`config.mk`:
```
export PLATFORM = sky130hd
export DESIGN_NAME = pcd_decode
export DESIGN_NICKNAME = d
export VERILOG_FILES = /design/src/common/pcd_pkg.sv /design/src/rtl/pcd_clk_div.sv /design/src/rtl/pcd_decode.sv
export SDC_FILE = /design/constraint.sdc
export NUM_CORES = 1
export LEC_CHECK = 0
export BUFFER_PORTS_ARGS = -buffer_cell sky130_fd_sc_hd__buf_2
export CORE_UTILIZATION = 53
export CTS_CLUSTER_DIAMETER = 150
export DETAILED_ROUTE_END_ITERATION = 12
export PLACE_DENSITY = 0.85
export SLEW_MARGIN = 20
export SYNTH_ARGS = -nofsm -noshare
export SYNTH_HDL_FRONTEND = slang
export SYNTH_SLANG_ARGS = --single-unit
```
`constraint.sdc`:
```
create_clock -name clk_sys -period 2.3 [get_ports clk_sys]
set_input_delay 0.115 -clock clk_sys [delete_from_list [all_inputs] [get_ports clk_sys]]
set_output_delay 0.115 -clock clk_sys [all_outputs]
set_load 0.01 [all_outputs]
```
`src/common/pcd_pkg.sv`:
```
// Constants for the PLL ratio configuration decoder.
// Assumes configuration fields arrive as plain ports, bit 0 as LSB.
package pcd_pkg;

    // ****************************************
    // Field widths and counts
    // ****************************************
    localparam int RATIO_W  = 5;
    localparam int SEL_W    = 4;
    localparam int SDR_W    = 3;
    localparam int LDIV_W   = 5;
    localparam int NCORE    = 4;
    localparam int NSERDES  = 3;
    localparam int NPLL     = 6;

    // ****************************************
    // Platform ratio codes
    // ****************************************
    localparam logic [4:0] PLAT_MIN = 5'h04;
    localparam logic [4:0] PLAT_MAX = 5'h0A;

    // ****************************************
    // Cluster ratio codes
    // ****************************************
    localparam logic [4:0] CLU_MIN  = 5'h08;
    localparam logic [4:0] CLU_MAX  = 5'h12;

    // ****************************************
    // Core select codes
    // ****************************************
    localparam logic [3:0] SEL_C1_D1 = 4'h0;
    localparam logic [3:0] SEL_C1_D2 = 4'h1;
    localparam logic [3:0] SEL_C2_D1 = 4'h4;
    localparam logic [3:0] SEL_C2_D2 = 4'h5;

    // ****************************************
    // Memory ratio codes
    // ****************************************
    localparam logic [4:0] MEM_SYNC_1TO1 = 5'h01;
    localparam logic [4:0] MEM_MIN       = 5'h05;
    localparam logic [4:0] MEM_MAX       = 5'h14;

    // ****************************************
    // Loop configuration values
    // ****************************************
    localparam logic [1:0] LOOP_HIGH = 2'h0;
    localparam logic [1:0] LOOP_LOW  = 2'h1;

    // ****************************************
    // Derived clock constants
    // ****************************************
    localparam logic [4:0] PME_DIV      = 5'h02;
    localparam logic [4:0] MEM_SYNC_DIV = 5'h02;
    localparam logic [4:0] DIV_ONE      = 5'h01;

    // ****************************************
    // Decoder states
    // ****************************************
    typedef enum logic [1:0] {
        ST_IDLE  = 2'b00,
        ST_LATCH = 2'b01,
        ST_RUN   = 2'b10
    } pcd_state_type;

endpackage

```
`src/rtl/pcd_clk_div.sv`:
```
// Divide-by-N enable generator.
// Assumes a single system clock; divisor is held steady while enabled.
`timescale 1ns/10ps
module pcd_clk_div
    import pcd_pkg::*;
(
    // Clock and reset
    input  wire logic             clk_sys,
    input  wire logic             rstn,
    // Control
    input  wire logic             run,
    input  wire logic [4:0]       divisor,
    // Output
    output logic                  tick
);

    logic [4:0] count;
    wire        wrap = (count >= divisor - DIV_ONE);
    wire  [4:0] next_count = wrap ? 5'h00 : count + DIV_ONE;

    always_ff @(posedge clk_sys) begin
        if (!rstn || !run || divisor == 5'h00) begin
            count <= 5'h00;
            tick  <= 1'b0;
        end else begin
            count <= next_count;
            tick  <= wrap;
        end
    end

endmodule

```
`src/rtl/pcd_decode.sv`:
```
// PLL ratio configuration decoder and derived clock enables.
// Assumes reset configuration fields are stable while config_valid is high.
`timescale 1ns/10ps
module pcd_decode
    import pcd_pkg::*;
(
    // Clock and reset
    input  wire logic                       clk_sys,
    input  wire logic                       rstn,
    // Reset configuration word fields
    input  wire logic                       config_valid,
    input  wire logic [RATIO_W-1:0]         platform_ratio_field,
    input  wire logic [1:0]                 platform_loop_cfg,
    input  wire logic [RATIO_W-1:0]         cluster1_ratio_field,
    input  wire logic [RATIO_W-1:0]         cluster2_ratio_field,
    input  wire logic [1:0]                 cluster1_loop_cfg,
    input  wire logic [1:0]                 cluster2_loop_cfg,
    input  wire logic [NCORE*SEL_W-1:0]     core_clock_select,
    input  wire logic                       ddr_sync_select,
    input  wire logic [RATIO_W-1:0]         memory_ratio_field,
    input  wire logic [1:0]                 memory_loop_cfg,
    input  wire logic [NSERDES*SDR_W-1:0]   serdes_ratio_field,
    input  wire logic [LDIV_W-1:0]          local_bus_divider,
    // PLL controls
    output logic [NPLL-1:0]                 pll_enable,
    output logic [RATIO_W-1:0]              platform_mult,
    output logic [RATIO_W-1:0]              cluster1_mult,
    output logic [RATIO_W-1:0]              cluster2_mult,
    output logic [1:0]                      platform_loop,
    output logic [1:0]                      cluster1_loop,
    output logic [1:0]                      cluster2_loop,
    output logic [RATIO_W-1:0]              memory_mult,
    output logic [1:0]                      memory_loop,
    output logic                            memory_ref_platform,
    output logic                            memory_bus_half_plat,
    output logic [NSERDES*6-1:0]            serdes_mult,
    // Core clock routing
    output logic [NCORE-1:0]                core_use_second,
    output logic [NCORE-1:0]                core_div2,
    output logic [NCORE-1:0]                core_enable,
    // Derived clock enables
    output logic                            local_bus_tick,
    output logic                            pme_tick,
    // Status
    output logic                            config_error,
    output logic                            config_done
);

    // ****************************************
    // Field decode
    // ****************************************
    wire plat_ok = platform_ratio_field >= PLAT_MIN &&
                   platform_ratio_field <= PLAT_MAX;
    wire clu1_ok = cluster1_ratio_field >= CLU_MIN &&
                   cluster1_ratio_field <= CLU_MAX;
    wire clu2_ok = cluster2_ratio_field >= CLU_MIN &&
                   cluster2_ratio_field <= CLU_MAX;
    // Async ratios 5,6,8,9,10,12,13,16,18,20 only
    wire [4:0] mr = memory_ratio_field;
    wire mem_async_ok = mr == 5'h05 || mr == 5'h06 || mr == 5'h08 ||
                        mr == 5'h09 || mr == 5'h0A || mr == 5'h0C ||
                        mr == 5'h0D || mr == 5'h10 || mr == 5'h12 ||
                        mr == MEM_MAX;
    wire mem_sync_ok  = mr == MEM_SYNC_1TO1;
    wire mem_ok = ddr_sync_select ? mem_sync_ok : mem_async_ok;

    logic [NCORE-1:0] sel_ok;
    logic [NCORE-1:0] sel_second;
    logic [NCORE-1:0] sel_div2;
    logic [NSERDES-1:0] sd_ok;
    logic [NSERDES*6-1:0] sd_mult;

    genvar gi;
    generate
        for (gi = 0; gi < NCORE; gi++) begin : g_core
            wire [3:0] s = core_clock_select[gi*SEL_W +: SEL_W];
            if (gi < 2) begin : g_low
                assign sel_ok[gi] = s == SEL_C1_D1 || s == SEL_C1_D2 ||
                                    s == SEL_C2_D1;
            end else begin : g_high
                assign sel_ok[gi] = s == SEL_C1_D1 || s == SEL_C2_D1 ||
                                    s == SEL_C2_D2;
            end
            assign sel_second[gi] = s == SEL_C2_D1 || s == SEL_C2_D2;
            assign sel_div2[gi]   = s == SEL_C1_D2 || s == SEL_C2_D2;
        end
        for (gi = 0; gi < NSERDES; gi++) begin : g_sd
            wire [2:0] r = serdes_ratio_field[gi*SDR_W +: SDR_W];
            // Multiplier table per link; bank 0 lacks some ratios
            assign sd_mult[gi*6 +: 6] =
                (r == 3'h1 && gi != 0) ? 6'h14 :
                (r == 3'h2)            ? 6'h19 :
                (r == 3'h3)            ? 6'h28 :
                (r == 3'h4)            ? 6'h32 :
                (r == 3'h5 && gi != 0) ? 6'h18 :
                (r == 3'h6 && gi != 0) ? 6'h1E : 6'h00;
            assign sd_ok[gi] = sd_mult[gi*6 +: 6] != 6'h00;
        end
    endgenerate

    // Core enabled only if its source cluster PLL also decoded
    wire [NCORE-1:0] next_core_en;
    generate
        for (gi = 0; gi < NCORE; gi++) begin : g_cen
            assign next_core_en[gi] = sel_ok[gi] &&
                (sel_second[gi] ? clu2_ok : clu1_ok);
        end
    endgenerate

    // Memory PLL also needs the platform when sync
    wire mem_en = mem_ok && (!ddr_sync_select || plat_ok);
    // Order: cluster1, cluster2, platform, memory, serdes[1:0]
    // Six enable bits only; link 2 shows through config_error
    wire [NPLL-1:0] next_pll_en = {sd_ok[1:0], mem_en, plat_ok,
                                   clu2_ok, clu1_ok};
    wire next_err = !(plat_ok && clu1_ok && clu2_ok && mem_ok &&
                      &sel_ok && &sd_ok);

    // ****************************************
    // Power-up latch sequence
    // ****************************************
    pcd_state_type state;
    pcd_state_type next_state;
    assign next_state = (state == ST_IDLE && config_valid) ? ST_LATCH :
                        (state == ST_LATCH) ? ST_RUN : state;
    wire latch = state == ST_LATCH;
    wire run   = state == ST_RUN;

    always_ff @(posedge clk_sys) begin
        if (!rstn) begin
            state <= ST_IDLE;
        end else begin
            state <= next_state;
        end
    end

    // Fields other than local_bus_divider captured once; later changes ignored until reset
    always_ff @(posedge clk_sys) begin
        if (!rstn) begin
            pll_enable           <= '0;
            platform_mult        <= '0;
            cluster1_mult        <= '0;
            cluster2_mult        <= '0;
            platform_loop        <= LOOP_LOW;
            cluster1_loop        <= LOOP_LOW;
            cluster2_loop        <= LOOP_LOW;
            memory_mult          <= '0;
            memory_loop          <= LOOP_HIGH;
            memory_ref_platform  <= 1'b0;
            memory_bus_half_plat <= 1'b0;
            serdes_mult          <= '0;
            core_use_second      <= '0;
            core_div2            <= '0;
            core_enable          <= '0;
            config_error         <= 1'b0;
            config_done          <= 1'b0;
        end else if (latch) begin
            pll_enable           <= next_pll_en;
            platform_mult        <= plat_ok ? platform_ratio_field
                                            : 5'h00;
            cluster1_mult        <= clu1_ok ? cluster1_ratio_field
                                            : 5'h00;
            cluster2_mult        <= clu2_ok ? cluster2_ratio_field
                                            : 5'h00;
            platform_loop        <= platform_loop_cfg;
            cluster1_loop        <= cluster1_loop_cfg;
            cluster2_loop        <= cluster2_loop_cfg;
            memory_mult          <= mem_ok ? mr : 5'h00;
            memory_loop          <= memory_loop_cfg;
            memory_ref_platform  <= ddr_sync_select;
            memory_bus_half_plat <= ddr_sync_select && mem_ok;
            serdes_mult          <= sd_mult;
            core_use_second      <= sel_second;
            core_div2            <= sel_div2;
            core_enable          <= next_core_en;
            config_error         <= next_err;
            config_done          <= 1'b1;
        end
    end

    // ****************************************
    // Derived clock enables
    // ****************************************
    // Divider zero is treated as stopped, not as divide by 32
    localparam int PLAT_EN_BIT = 2;
    // Latched enable, so later ratio field changes cannot stop the ticks
    wire plat_run = run && pll_enable[PLAT_EN_BIT];

    pcd_clk_div u_lbc_div (
        .clk_sys (clk_sys),
        .rstn    (rstn),
        .run     (plat_run),
        .divisor (local_bus_divider),
        .tick    (local_bus_tick)
    );

    pcd_clk_div u_pme_div (
        .clk_sys (clk_sys),
        .rstn    (rstn),
        .run     (plat_run),
        .divisor (PME_DIV),
        .tick    (pme_tick)
    );

endmodule

```
-- Yosys cells after proc, flatten, opt, wreduce, memory -nomap -nowiden
Index checks and enable logic that the tools add are counted.
- add/sub/neg operators: 3
- multiply operators: 0
- div/mod/pow operators: 0
- magnitude comparators: 8
- equality and inequality tests: 40
- shifts and indexed selects: 0
- mux-type cells: 26
- bitwise logic cells: 1
- reduce and logical (&&, ||, !) cells: 63
- operators with widths (cell ; count):
    $mux W6 ; 11
    $mux W5 ; 8
    $eq A4 B3 Y1 const B ; 8
    $logic_or A1 B1 Y1 ; 28
    $eq A5 B4 Y1 const B ; 5
    $eq A3 B3 Y1 const B ; 7
    $eq A3 B2 Y1 const B ; 6
    $reduce_bool A6 Y1 ; 3
    $eq A4 B1 Y1 const B ; 4
    $logic_and A1 B1 Y1 ; 16
    $logic_not A4 Y1 ; 4
    $eq A5 B5 Y1 const B ; 3
    $add A5 B1 Y5 const B ; 2
    $eq A5 B3 Y1 const B ; 2
    $ge A5 B4 Y1 const B ; 2
    $le A5 B5 Y1 const B ; 2
    $mux W1 ; 7
    $eq A3 B1 Y1 const B ; 2
    $reduce_or A2 Y1 ; 3
    $eq A5 B1 Y1 const B ; 1
    $ge A5 B1 Y1 const B ; 1
    $ge A5 B3 Y1 const B ; 1
    $ge A5 B5 Y1 ; 1
    $le A5 B4 Y1 const B ; 1
    other kinds (10) ; 13
- flip-flop bits (word level): 82
- latch bits: 0
- bits in writable memories: 0
- bits in read-only memories: 0
- input port bits: 62
- output and inout port bits: 70
- word-level logic and storage cells: 164
- memories: 0

-- Depth between registers and ports, before layout
Gate-level depths: netlist of run 1.
- word-level depth: 15
- gate-level depth with buffers: 9
- gate-level depth less buffers: 9

-- By module
Synthesis of run 1 repeated with hierarchy kept, for this count alone.
- cells, all modules: 412
- area, all modules: 3582.2 um2
- modules (own cells, without submodules) (module ; times used ; cells an instance ; area each (um2) ; sequential area each (um2)):
    pcd_decode ; 1 ; 330 ; 2778.9 ; 1381.3
    pcd_clk_div ; 2 ; 41 ; 401.6 ; 120.1

-- Worst setup path after synthesis of run 1
No wires, ideal clock.
- path type: input port to flip-flop
- start: input port local_bus_divider[0]
- end: register u_lbc_div.count[2]
- setup time: 129 ps
- arrival: 1338 ps
- required time: 2171 ps
- setup slack: 833 ps
- stages: 9
- buffers on the path: 0
- cells stage by stage: inv_1 > ha_1 > nand2b_1 > nor3_1 > nor2_1 > ha_1 > nand2_1 > o211ai_1 > nor2_1
- word-level cells in the longest chain between the ends: 3
- elaborated cells between the ends (all ways): 5
- those cells by class: add/sub (1); order compare (1); reduce/logical (3)
- ends and longest elaborated chain (what ; line ; RTL):
    start: declaration ; pcd_decode.sv:23 ; input wire logic [LDIV_W-1:0] local_bus_divider,
    $sub A5 B1 Y5 / $logic_not A5 Y1 (equally long branches) ; pcd_clk_div.sv:18, pcd_clk_div.sv:22 ;
    $ge A5 B5 Y1 / $logic_or A1 B1 Y1 (equally long branches) ; pcd_clk_div.sv:18, pcd_clk_div.sv:22 ;
    $reduce_or A2 Y1 (no line) (*) ; n/a ;
    end signal: assignment ; pcd_clk_div.sv:26 ; count <= next_count;
    end: declaration ; pcd_clk_div.sv:17 ; logic [4:0] count;
Mark *: on every way between the ends. The rest lies on a longest branch, timed or not.
A chain may end at the register's enable or synchronous reset.

-- Worst setup path after layout of run 1
- start: register state[1]
- end: register config_error
- word-level cells in the longest chain between the ends: 1
- ends and longest elaborated chain (what ; line ; RTL):
    start: declaration ; pcd_decode.sv:122 ; pcd_state_type state;
    start signal: assignment ; pcd_decode.sv:133 ; state <= next_state;
    $eq A2 B1 Y1 ; pcd_decode.sv:126 ; wire latch = state == ST_LATCH;
    end signal: assignment ; pcd_decode.sv:176 ; config_error <= next_err;
    end: declaration ; pcd_decode.sv:45 ; output logic config_error,
No other way between the ends.

==> results by stage, run 1 <==
Layout:
- The number of inserted diodes is 0.
- In the final layout, the share of cells above drive strength 1 is 0.296.
- The footprint of the multi-input gates is between 1500 and 2000 um2.
- The post-route cell area is ~4500 um2.
- After filler insertion, the fill cell instance count of the layout stands at 527.
- The sequential cell area is approximately 1600 um2.
- The number of nets in the finished design is between 500 and 600.
- The area overhead of the layout relative to synthesis is 27.7%.

Clock network:
- The latest clock arrival within the worst-skew pair is roughly 340 ps.
- The longest clock path from root to sink contains 2 buffers.
- Once the clock tree was built, the setup fixing pass inserted 0 buffers.
- TritonCTS built the clock tree.
- The number of H-tree levels is 3.
- Clock tree synthesis inserted a total of 9 buffers.
- The total number of clock tree sinks is 81.
- The post-CTS clock slew at the launch and capture registers of the worst setup and hold paths is ~80 ps.
- The root buffer selected by CTS is sky130_fd_sc_hd__clkbuf_8.

Status:
- The run finished with clean final reports.

Synth:
- Yosys printed 0 warnings.
- By area, the combinational part of the netlist is dominated by simple AND/OR/NAND/NOR gates.
- The sequential element share of the synthesized area is 0.462.
- Yosys attributes the largest share of cell area to sky130_fd_sc_hd__dfxtp_1 (46%), sky130_fd_sc_hd__nand2_1 (6.4%), sky130_fd_sc_hd__a21boi_0 (4.9%).
- The compound-gate portion of the synthesized area is 0.203.
- The proportion of register bits with asynchronous set or reset after synthesis is 0.
- By count the netlist is led by sky130_fd_sc_hd__dfxtp_1 (81), sky130_fd_sc_hd__nand2_1 (60), sky130_fd_sc_hd__nor2_1 (25).
- The post-synthesis mux area share is 0.00570.
- Of the total synthesized cell area, the portion taken by full adders, half adders and majority gates is 0.0321.
- In the synthesized netlist, the number of instances is between 300 and 400.
- Dividing the synthesized area by the synthesized cell count gives between 8 and 9 um2.
- Of all cell types, the one taking the most synthesized area is sky130_fd_sc_hd__dfxtp_1.
- Yosys mapped a number of flops with a built-in enable equal to 0.
- The share of synthesized area in the top cell type comes to 0.462.
- The cell area that synthesis handed to floorplanning was 3510 um2.
- Of the total synthesized cell area, the portion taken by AND, OR, NAND and NOR gates is 0.237.
- Of the total synthesized cell area, the portion taken by XOR and XNOR cells is 0.0200.
- The commonest register cell after synthesis is sky130_fd_sc_hd__dfxtp_1.
- The flip-flop and latch count after synthesis is between 80 and 90.
- The count of cell types in the netlist is 47.
- The most frequent cell after synthesis is sky130_fd_sc_hd__dfxtp_1.

GRT:
- The all-layer global routing usage is 0.252.
- Global routing finished with a remaining overflow of 0.
- The initial antenna violation count was 0.
- The number of global-route vias before repair is 3032.
- The pin count of the biggest net entering global routing is 44.
- The wire length of the first global-routing pass is about 14 mm.

Timing:
- Summed over all failing endpoints, the final setup total negative slack is 0 ps.
- The minimum hold slack is between 15 and 20 ps.
- The transition time of the tightest slew-check pin is between 800 and 900 ps.
- Clock skew on the completed layout was measured at just under 5 ps.
- The post-route minimum period is approximately 1700 ps.
- The total setup violations reported at the end of the flow is 0.
- Setup repair after global routing left no endpoint under its margin.
- The number of hold-slack violations in the final timing report is 0.
- The ratio of final minimum period to clock period is 0.747.
- The upper clock frequency limit is a little under 600 MHz.
- The max-slew violation count is 0.
- The worst slew margin relative to its limit is 0.447.

Critical path:
- The maximum fanout encountered on the critical timing path is 20.
- The critical path in this run is classified as reg2reg.
- The endpoint required time on the critical path is between 2000 and 3000 ps.
- The worst path arrival time is roughly 1900 ps.
- The worst register-to-register path begins at state[1].
- The element type at the critical path start is a flip-flop.
- The worst setup path is captured at a flip-flop.
- The most critical setup path has its startpoint at state[1].

Drt:
- In this run the remaining antenna-violating nets after routing total 0.
- The number of iterations in the first detailed-routing pass is 4.
- The mean routed wirelength per cell is about 14 um.
- The mean number of vias per cell is 5.38.
- The post-detailed-route DRC marker count is 0.
- For this block, the via count after detailed routing is roughly 3300.
- The final layout contains routed wiring with a total length of 8.47 mm.
- For this block, the initial DRC count from the detailed router was 131.

Floorplan:
- The top-level I/O count is 132.
- The die height is 83.4 um.
- The chip width is 83.4 um.
- The number of rows created at floorplan is 29.
- The area enclosed by the die boundary is around 7000 um2.
- The initial utilization of the core area, before any placement, comes to 0.550.
- The area of the placeable core is about 6400 um2.

Worst hold path:
- The class of the most critical hold timing path is in2reg.
- The start point of the worst hold path is cluster2_loop_cfg[1].

Power and ir drop:
- The part of the power in registers is 0.492.
- The analysis attributes to net switching a power of ~0.75 mW.
- The worst voltage drop across the vdd grid is 0.000718 V.
- The switching portion of total power is 0.250.
- The total power divided by cell area is 670 nW/um2.
- Cell internal power was estimated by the tool at between 2 and 2.5 mW.
- Of the total power, the clock network draws 0.375.
- The share of total power dissipated in combinational logic is 0.133.
- The leakage power is roughly 2.1 nW.

Placed design:
- The total cell area at the placement stage is between 4000 and 5000 um2.
- The quantity of I/O buffers inserted on ports is 130.
- The post-detailed-placement half-perimeter wirelength is between 6 and 7 mm.
- Routability-driven placement finished with a final weighted congestion of about 0.8.

Job:
- The number of maximum-capacitance violations is 0.
[worst max-delay path: stages (launching register included)]
cell	delay, ps
sky130_fd_sc_hd__dfxtp_1	360
sky130_fd_sc_hd__nand2b_2	390
sky130_fd_sc_hd__a2111oi_4	380
sky130_fd_sc_hd__o211ai_1	150
sky130_fd_sc_hd__nor4_2	220
sky130_fd_sc_hd__a21oi_1	90
[state kept, by name, indices dropped and copies added, names as in the netlist, 5 cells and up]
signal,cells
serdes_mult,17
pll_enable,6
cluster1_mult,5
cluster2_mult,5
memory_mult,5
platform_mult,5
u_lbc_div.count,5
u_pme_div.count,5
[path summary, 6_finish.rpt]
check	endpoint	slack (ps)	cells past startpoint
hold / removal	cluster2_loop[1]	20	3
setup reg to reg	config_error	580	5
hold reg to reg	cluster1_mult[2]	460	2
setup / recovery	config_error	580	5
[repair_timing]
action / 4_1_cts / 5_1_grt
resized for setup: 0 / 0
endpoints found under the setup margin: 0 / 0
endpoints found under the hold margin: 6 / 0
hold buffers: 6 / 0
[layer usage]
layer | routed length, um | share of wire | up-vias | global-route usage
met5 | 0 | 0 | - | 0
met1 | 3700 | 0.44 | 1503 | 0.307
met2 | 3990 | 0.47 | 97 | 0.409
li1 | - | - | 1641 | -
met3 | 529 | 0.062 | 27 | 0.0775
met4 | 253 | 0.030 | 0 | 0.111
[per-stage QoR]
step / power (mW) / utilization / std cells / setup slack, ps
5_1_grt: 3.13 / 0.702 / 607 / 445
2_1_floorplan: 1.73 / - / 397 / 833
3_3_place_gp: 1.89 / 0.658 / 586 / 623
4_1_cts: 3.02 / 0.702 / 607 / 569
3_5_place_dp: 1.90 / 0.658 / 586 / 518
6_report: 3.00 / 0.702 / 607 / 582
[power groups by stage]
| stage | clock, mW | sequential, mW | combinational [mW] |
|---|---|---|---|
| 3_3_place_gp | 0 | 1.51 | 0.379 |
| 6_report | 1.13 | 1.48 | 0.400 |
| 5_1_grt | 1.21 | 1.48 | 0.441 |
| 4_1_cts | 1.15 | 1.48 | 0.399 |
| 3_5_place_dp | 0 | 1.51 | 0.389 |
| 2_1_floorplan | 0 | 1.53 | 0.204 |
[kinds of logic (layout without fill, tap and decap cells)]
| logic type | Yosys count | count (layout) |
|---|---|---|
| compound gates | 94 | 94 |
| xor+xnor | 8 | 8 |
| fa+ha+maj | 9 | 9 |
| buf+inv | 31 | 164 |
| flops | 81 | 81 |
| mux | 2 | 2 |
| other cells | 1 | 3 |
| simple gates | 169 | 169 |
[layout make-up]
type	count	area share
timing repair buffer	141	0.167
multi-input combinational	285	0.394
clock buffer	10	0.0307
clock inverter	5	0.0179
tap	77	0.0215
sequential	81	0.362
inverter	8	0.00670
[cell usage in the layout, fill, tap and decap left out, types with 10 or more instances in the layout]
| master | count |
|---|---|
| sky130_fd_sc_hd__clkbuf_8 | 10 |
| sky130_fd_sc_hd__nor2b_1 | 21 |
| sky130_fd_sc_hd__a21oi_1 | 13 |
| sky130_fd_sc_hd__dfxtp_1 | 81 |
| sky130_fd_sc_hd__a21boi_0 | 23 |
| sky130_fd_sc_hd__buf_2 | 130 |
| sky130_fd_sc_hd__a22oi_1 | 10 |
| sky130_fd_sc_hd__nor2_1 | 25 |
| sky130_fd_sc_hd__nor3_1 | 14 |
| sky130_fd_sc_hd__nand3_1 | 13 |
| sky130_fd_sc_hd__nand2_1 | 60 |
Power figures use the tool's default switching activity.
==> run 2, diff against run 1 <==
--- a/config.mk
+++ b/config.mk
@@ -6,10 +6,10 @@
 export NUM_CORES = 1
 export LEC_CHECK = 0
 export BUFFER_PORTS_ARGS = -buffer_cell sky130_fd_sc_hd__buf_2
-export CORE_UTILIZATION = 53
+export CORE_UTILIZATION = 49
 export CTS_CLUSTER_DIAMETER = 150
 export DETAILED_ROUTE_END_ITERATION = 12
-export PLACE_DENSITY = 0.85
+export PLACE_DENSITY = 0.8
 export SLEW_MARGIN = 20
 export SYNTH_ARGS = -nofsm -noshare
 export SYNTH_HDL_FRONTEND = slang
==> constraint.sdc (replaced) <==
create_clock -name clk_sys -period 1.75 [get_ports clk_sys]
set_input_delay 0.0875 -clock clk_sys [delete_from_list [all_inputs] [get_ports clk_sys]]
set_output_delay 0.0875 -clock clk_sys [all_outputs]
set_load 0.01 [all_outputs]
==> results by stage, run 2 (synthesis results as in run 1) <==
Status:
- The flow ran to the end, and the final reports show no timing, DRC or antenna violations.

Placed design:
- The pre-CTS setup slack came to 6.78 ps (-511 ps).
- The quantity of I/O buffers inserted on ports is 130 (unchanged).
- The weighted congestion at the end of routability-driven global placement is 0.752 (-6.3%).
- The post-detailed-placement half-perimeter wirelength is 6.19 mm (-0.82%).
- The placed cell count is 607 (+3.6%).

Critical path:
- STA classifies the critical path endpoint as a flip-flop.
- The count of cell instances traversed by the critical path came to 7 (+2).
- The critical path's largest stage delay came to 370 ps (-20 ps).
- The signal on the critical path passes through inv_1 -> ha_1 -> nand2b_1 -> a21o_1 -> a21oi_1 -> o211ai_1 -> nor2_1.
- The worst setup path is launched from a flip-flop.
- The endpoint required time on the critical path is 2030 ps (-500 ps).
- The buffering stage count on the worst path with inverters included is 1 (+1).
- The path type of the worst setup path is reg2reg.
- The number of cell instances on the worst register-to-register path is 7 (+2).
- The largest delay contributor family on the critical path is compound AO/OA/AOI/OAI gates.
- The maximum fanout encountered on the critical timing path is 5 (-75%).
- The slowest stage of the critical path is the sky130_fd_sc_hd__dfxtp_1 cell.
- The worst path arrival time is 1850 ps (-90 ps).

Floorplan:
- The chip width is 86.6 um (+3.9%).
- The area enclosed by the die boundary came to 7500 um2 (+8.0%).
- The number of rows created at floorplan is 30 (+3.4%).
- The die height is 86.6 um (+3.9%).
- The initial core utilization is 0.511 (-0.0386).
- The area of the placeable core is 6870 um2 (+7.6%).
- The top-level I/O count is 132 (unchanged).

Drt:
- The routed wire length is 8.57 mm (+1.2%).
- The via total after detailed routing came to 3255 (-0.40%).
- The mean routed wirelength per cell came to 13.5 um (-3.2%).
- The mean number of vias per cell is 5.13 (-4.8%).
- The number of violations reported at the end of detailed-routing iteration 0 is 157 (+20%).
- The number of antenna-violating nets in the routed design was 0 (unchanged).
- The post-detailed-route DRC marker count is 0 (unchanged).
- The number of iterations in the first detailed-routing pass was 4 (unchanged).

GRT:
- The wire length of the first global-routing pass came to 13.3 mm (-4.4%).
- The total grt overflow is 0 (unchanged).
- The pin count of the biggest net entering global routing is 64 (+45%).
- The all-layer global routing usage was 0.230 (-0.0216).
- The initial antenna violation count is 0 (unchanged).
- The number of global-route vias before repair came to 2976 (-1.8%).

Timing:
- The upper clock frequency limit is 636 MHz (+9.2%).
- The max-slew violation count was 0 (unchanged).
- Setup repair after global routing left no endpoint under its margin.
- The total setup violations reported at the end of the flow is 0 (unchanged).
- The number of hold-slack violations in the final timing report is 0 (unchanged).
- The largest clock skew in the final design came to 11.2 ps (+6.29 ps).
- The worst path setup slack after routing is 177 ps (-405 ps).
- The post-route minimum period came to 1570 ps (-145 ps).
- The sum of negative setup slack is 0 ps (unchanged).
- The ratio of final minimum period to clock period is 0.899 (+0.152).

Worst hold path:
- The depth of the worst hold-timing path is 3 (unchanged).
- The class of the most critical hold timing path is in2reg.

Layout:
- The library cells used most frequently in the layout, excluding fill and tap cells, are sky130_fd_sc_hd__buf_2 (130), sky130_fd_sc_hd__dfxtp_1 (81), sky130_fd_sc_hd__nand2_1 (60).
- The final cell count without fillers is 635 (+4.6%).
- The count of fill cells added during filler insertion came to 603 (+14%).
- The register name with the most flops is serdes_mult.
- Relative to the synthesized area, the layout overhead comes to 31.1%.
- The number of inserted diodes was 0 (unchanged).
- The flip-flop count of the largest register, all copies and words added is 17 (unchanged).
- The largest registers in the layout are serdes_mult: 17 flops, pll_enable: 6 flops.
- The proportion of layout cells with a drive suffix above 1 is 0.297 (+0.000620).
- The most common library cell in the layout ignoring fill and taps is sky130_fd_sc_hd__buf_2.
- The number of nets in the finished design was 605 (+1.3%).

Clock network:
- The number of H-tree levels is 3 (unchanged).
- The number of buffers inserted by post-CTS setup repair is 0 (unchanged).
- The latest clock arrival within the worst-skew pair came to 340 ps (about the same).
- The total number of clock tree sinks is 81 (unchanged).
- The CTS buffer count is 9 (unchanged).
- The post-CTS clock slew at the launch and capture registers of the worst setup and hold paths is 90 ps (about the same).
- The TritonCTS clock tree is done.
- The root buffer selected by CTS is sky130_fd_sc_hd__clkbuf_8.
- The clock tree buffer depth is 2 (unchanged).

Job:
- The number of maximum-capacitance violations is 0 (unchanged).

Power and ir drop:
- The leakage power was 2.11 nW (+2.1%).
- The total power divided by cell area was 843 nW/um2 (+26%).
- The worst voltage drop across the vdd grid came to 0.000514 V (-28%).
run 2: final timing paths:
kind                                start                  to  slack [ps]
setup / recovery       u_lbc_div.count[0]  u_lbc_div.count[2]         180
hold / removal    cluster2_ratio_field[1]    cluster2_mult[1]          20
setup reg to reg       u_lbc_div.count[0]  u_lbc_div.count[2]         180
hold reg to reg            core_enable[3]      core_enable[3]         450
run 2: layer usage:
metal	wire, um	track usage	vias up
met5	0	0	-
met4	144	0.0909	0
met3	487	0.0648	15
met2	4330	0.412	85
met1	3610	0.258	1497
li1	-	-	1658
run 2: report_power, final:
part,internal (mW),switching [mW]
Combinational,0.245,0.308
Clock,0.738,0.649
Sequential,1.91,0.0310
run 2: per-stage QoR:
| stage | hold slack [ps] | util | area (um2) | power (mW) |
|---|---|---|---|---|
| floorplan | 210 | - | 3520 | 2.28 |
| global placement | 298 | 0.621 | 4270 | 2.49 |
| detailed placement | 300 | 0.621 | 4270 | 2.51 |
| CTS | 3.21 | 0.669 | 4590 | 3.91 |
| global route | 14.0 | 0.670 | 4600 | 4.06 |
| finish | 16.3 | 0.670 | 4600 | 3.88 |
run 2: what timing repair did:
action / in CTS / in global routing
endpoints found under the setup margin: 0 / 3
gates resized for setup: 0 / 1
hold endpoints to repair: 12 / 0
hold buffers: 12 / 0
run 2: final cells by class:
type / instances / area, um2 / share of cell area
Inverter: 8 / 30.0 / 0.00653
Clock inverter: 4 / 51.3 / 0.0112
Tap cell: 96 / 120 / 0.0261
Multi-Input combinational cell: 285 / 1770 / 0.385
Timing Repair Buffer: 149 / 848 / 0.184
Sequential cell: 81 / 1620 / 0.353
Clock buffer: 12 / 155 / 0.0337
run 2: worst reg2reg max path, delay by kind of cell (launching register included):
| kind | cells | cell delay [ps] |
|---|---|---|
| buffers and inverters | 1 | 60 |
| adders and majority gates | 1 | 250 |
| DFF | 1 | 370 |
| and+or+nand+nor | 2 | 280 |
| AOI/OAI and AO/OA | 3 | 550 |
==> run 3, diff against run 2 <==
--- a/config.mk
+++ b/config.mk
@@ -6,10 +6,13 @@
 export NUM_CORES = 1
 export LEC_CHECK = 0
 export BUFFER_PORTS_ARGS = -buffer_cell sky130_fd_sc_hd__buf_2
-export CORE_UTILIZATION = 49
+export CELL_PAD_IN_SITES_DETAIL_PLACEMENT = 2
+export CELL_PAD_IN_SITES_GLOBAL_PLACEMENT = 2
+export CORE_UTILIZATION = 28
 export CTS_CLUSTER_DIAMETER = 150
 export DETAILED_ROUTE_END_ITERATION = 12
-export PLACE_DENSITY = 0.8
+export HOLD_SLACK_MARGIN = 0.03
+export PLACE_DENSITY_LB_ADDON = 0.1
 export SLEW_MARGIN = 20
 export SYNTH_ARGS = -nofsm -noshare
 export SYNTH_HDL_FRONTEND = slang
==> results by stage, run 3 (synthesis results as in run 1) <==
Status:
- The run finished with clean final reports.

GRT:
- The pin count of the biggest net entering global routing was 43 (-33%).
- The number of global-route vias before repair was 3637 (+22%).
- The wire length of the first global-routing pass is 18.0 mm (+35%).
- The global routing met3 resource utilization is 0.0473 (-0.0175).
- The total grt overflow is 0 (unchanged).
- The met2 usage is 0.314 (-0.0976).
- The all-layer global routing usage was 0.180 (-0.0496).
- The initial antenna violation count is 0 (unchanged).
- The met1 track utilization from global routing was 0.210 (-0.0481).
- The layer carrying the most global-route usage is met2.

Layout:
- The number of inserted diodes was 0 (unchanged).
- Leaving out fill and tap cells, the most frequent cell in the layout is sky130_fd_sc_hd__buf_2.
- The count of fill cells added during filler insertion came to 1436 (+140%).
- The flip-flop count of the largest register, all copies and words added is 17 (unchanged).
- The final cell count without fillers was 711 (+12%).
- serdes_mult holds more flip-flops than any other register.
- The post-route cell area is 4800 um2 (+4.4%).
- The proportion of layout cells with a drive suffix above 1 is 0.293 (-0.00403).
- The end-of-flow core utilization is 0.396 (-0.273).
- From synthesis to final layout, the design area changed by 36.8%.
- The number of nets in the finished design is 611 (+0.99%).
- The largest registers in the layout are serdes_mult: 17 flops, pll_enable: 6 flops.
- The top cell types in the final layout, fill and taps aside, are sky130_fd_sc_hd__buf_2 (130), sky130_fd_sc_hd__dfxtp_1 (80), sky130_fd_sc_hd__nand2_1 (60).

Timing:
- The sum of negative setup slack is 0 ps (unchanged).
- Setup repair after global routing left no endpoint under its margin.
- The minimum hold slack is 36.3 ps (+20.0 ps).
- The worst path setup slack after routing is 152 ps (-24.9 ps).
- The upper clock frequency limit was 626 MHz (-1.6%).
- The largest clock skew in the final design is 4.17 ps (-6.99 ps).
- The number of hold-slack violations in the final timing report is 0 (unchanged).
- The ratio of final minimum period to clock period is 0.913 (+0.0143).
- The total setup violations reported at the end of the flow is 0 (unchanged).
- The post-route minimum period is 1600 ps (+24.9 ps).
- The max-slew violation count is 0 (unchanged).

Drt:
- The number of violations reported at the end of detailed-routing iteration 0 is 80 (-49%).
- The number of iterations in the first detailed-routing pass is 4 (unchanged).
- The via total after detailed routing is 3419 (+5.0%).
- The number of antenna-violating nets in the routed design is 0 (unchanged).
- The mean routed wirelength per cell is 15.8 um (+17%).
- The post-detailed-route DRC marker count is 0 (unchanged).
- The mean number of vias per cell came to 4.81 (-6.2%).
- The routed wire length came to 11.2 mm (+31%).

Floorplan:
- The area of the placeable core is 12100 um2 (+76%).
- The initial core utilization is 0.290 (-0.221).
- The die height was 114 um (+32%).
- The number of rows created at floorplan is 40 (+33%).
- The top-level I/O count came to 132 (unchanged).
- The area enclosed by the die boundary is 13000 um2 (+73%).
- The chip width is 114 um (+32%).

Critical path:
- The worst setup path is launched from a flip-flop.
- The path type of the worst setup path is reg2reg.
- The element type at the critical path end is a flip-flop.
- The endpoint required time on the critical path was 2010 ps (-20 ps).
- The maximum fanout encountered on the critical timing path is 3 (-2).
- The worst path arrival time came to 1860 ps (about the same).

Placed design:
- The total cell area at the placement stage is 4370 um2 (+2.5%).
- The quantity of I/O buffers inserted on ports is 130 (unchanged).
- The weighted congestion at the end of routability-driven global placement came to 0.723 (-3.9%).
- The post-detailed-placement half-perimeter wirelength was 8.16 mm (+32%).
- The pre-CTS setup slack came to -74.9 ps (-81.7 ps).
- The placed cell count is 681 (+12%).

Power and ir drop:
- The total power after layout came to 4.26 mW (+9.9%).
- The leakage power came to 2.16 nW (+2.5%).
- The total power divided by cell area is 887 nW/um2 (+5.2%).
- The worst voltage drop across the vdd grid came to 0.000349 V (-32%).

Clock network:
- The root buffer cell chosen for the clock tree is sky130_fd_sc_hd__clkbuf_16.
- The post-CTS clock slew at the launch and capture registers of the worst setup and hold paths is 60 ps (-30 ps).
- The CTS buffer count is 9 (unchanged).
- The clock tree buffer depth is 2 (unchanged).
- The latest clock arrival within the worst-skew pair is 340 ps (about the same).
- The total number of clock tree sinks is 81 (unchanged).
- TritonCTS built the clock tree.
- The number of H-tree levels is 3 (unchanged).
- The number of buffers inserted by post-CTS setup repair is 0 (unchanged).

Worst hold path:
- The path class of the tightest hold or removal check is in2reg.

Job:
- The number of maximum-capacitance violations was 0 (unchanged).
[run 3: cell count changes in the layout (fill, tap and decap cells not counted), moves of 2 or more]
cell / before / now
sky130_fd_sc_hd__buf_4: 5 / 7
sky130_fd_sc_hd__clkbuf_1: 1 / 3
sky130_fd_sc_hd__clkbuf_16: 0 / 9
sky130_fd_sc_hd__clkbuf_8: 11 / 2
sky130_fd_sc_hd__dlygate4sd3_1: 12 / 16
[run 3: area by class of cell]
class / count / area [um2] / area share
Tap cell: 168 / 210 / 0.0438
Sequential cell: 81 / 1620 / 0.338
Inverter: 8 / 30.0 / 0.00625
Multi-Input combinational cell: 285 / 1770 / 0.369
Clock buffer: 14 / 264 / 0.0550
Timing Repair Buffer: 155 / 903 / 0.188
[run 3: timing repair]
item	in CTS	in global routing
resized for setup	0	2
endpoints found under the setup margin	0	5
hold buffers	16	0
endpoints found under the hold margin	16	0
[run 3: critical path, cell delays in order (launching register included)]
cell and delay [ps]:
sky130_fd_sc_hd__dfxtp_1 360, sky130_fd_sc_hd__inv_1 50, sky130_fd_sc_hd__ha_1 160, sky130_fd_sc_hd__or4_1 400, sky130_fd_sc_hd__nor3_1 240, sky130_fd_sc_hd__nand2b_1 150, sky130_fd_sc_hd__nor2_1 160
[run 3: per-layer routing]
metal | vias to the layer above | wire length [um]
li1 | 1669 | -
met1 | 1652 | 4890
met2 | 87 | 5430
met3 | 11 | 684
met4 | 0 | 199
met5 | - | 0
[run 3: path summary, 6_finish.rpt]
check / cells past startpoint / from / to / slack, ps
worst max-delay path: 6 / u_pme_div.count[1] / u_pme_div.count[2] / 150
worst min-delay path: 3 / cluster2_ratio_field[0] / cluster2_mult[0] / 40
worst max register to register: 6 / u_pme_div.count[1] / u_pme_div.count[2] / 150
worst min register to register: 1 / u_lbc_div.count[0] / u_lbc_div.count[0] / 430
[run 3: where the power goes]
group / internal [mW] / switching, mW
clock network: 1.02 / 0.710
logic: 0.257 / 0.327
registers: 1.91 / 0.0325
total: 3.19 / 1.07
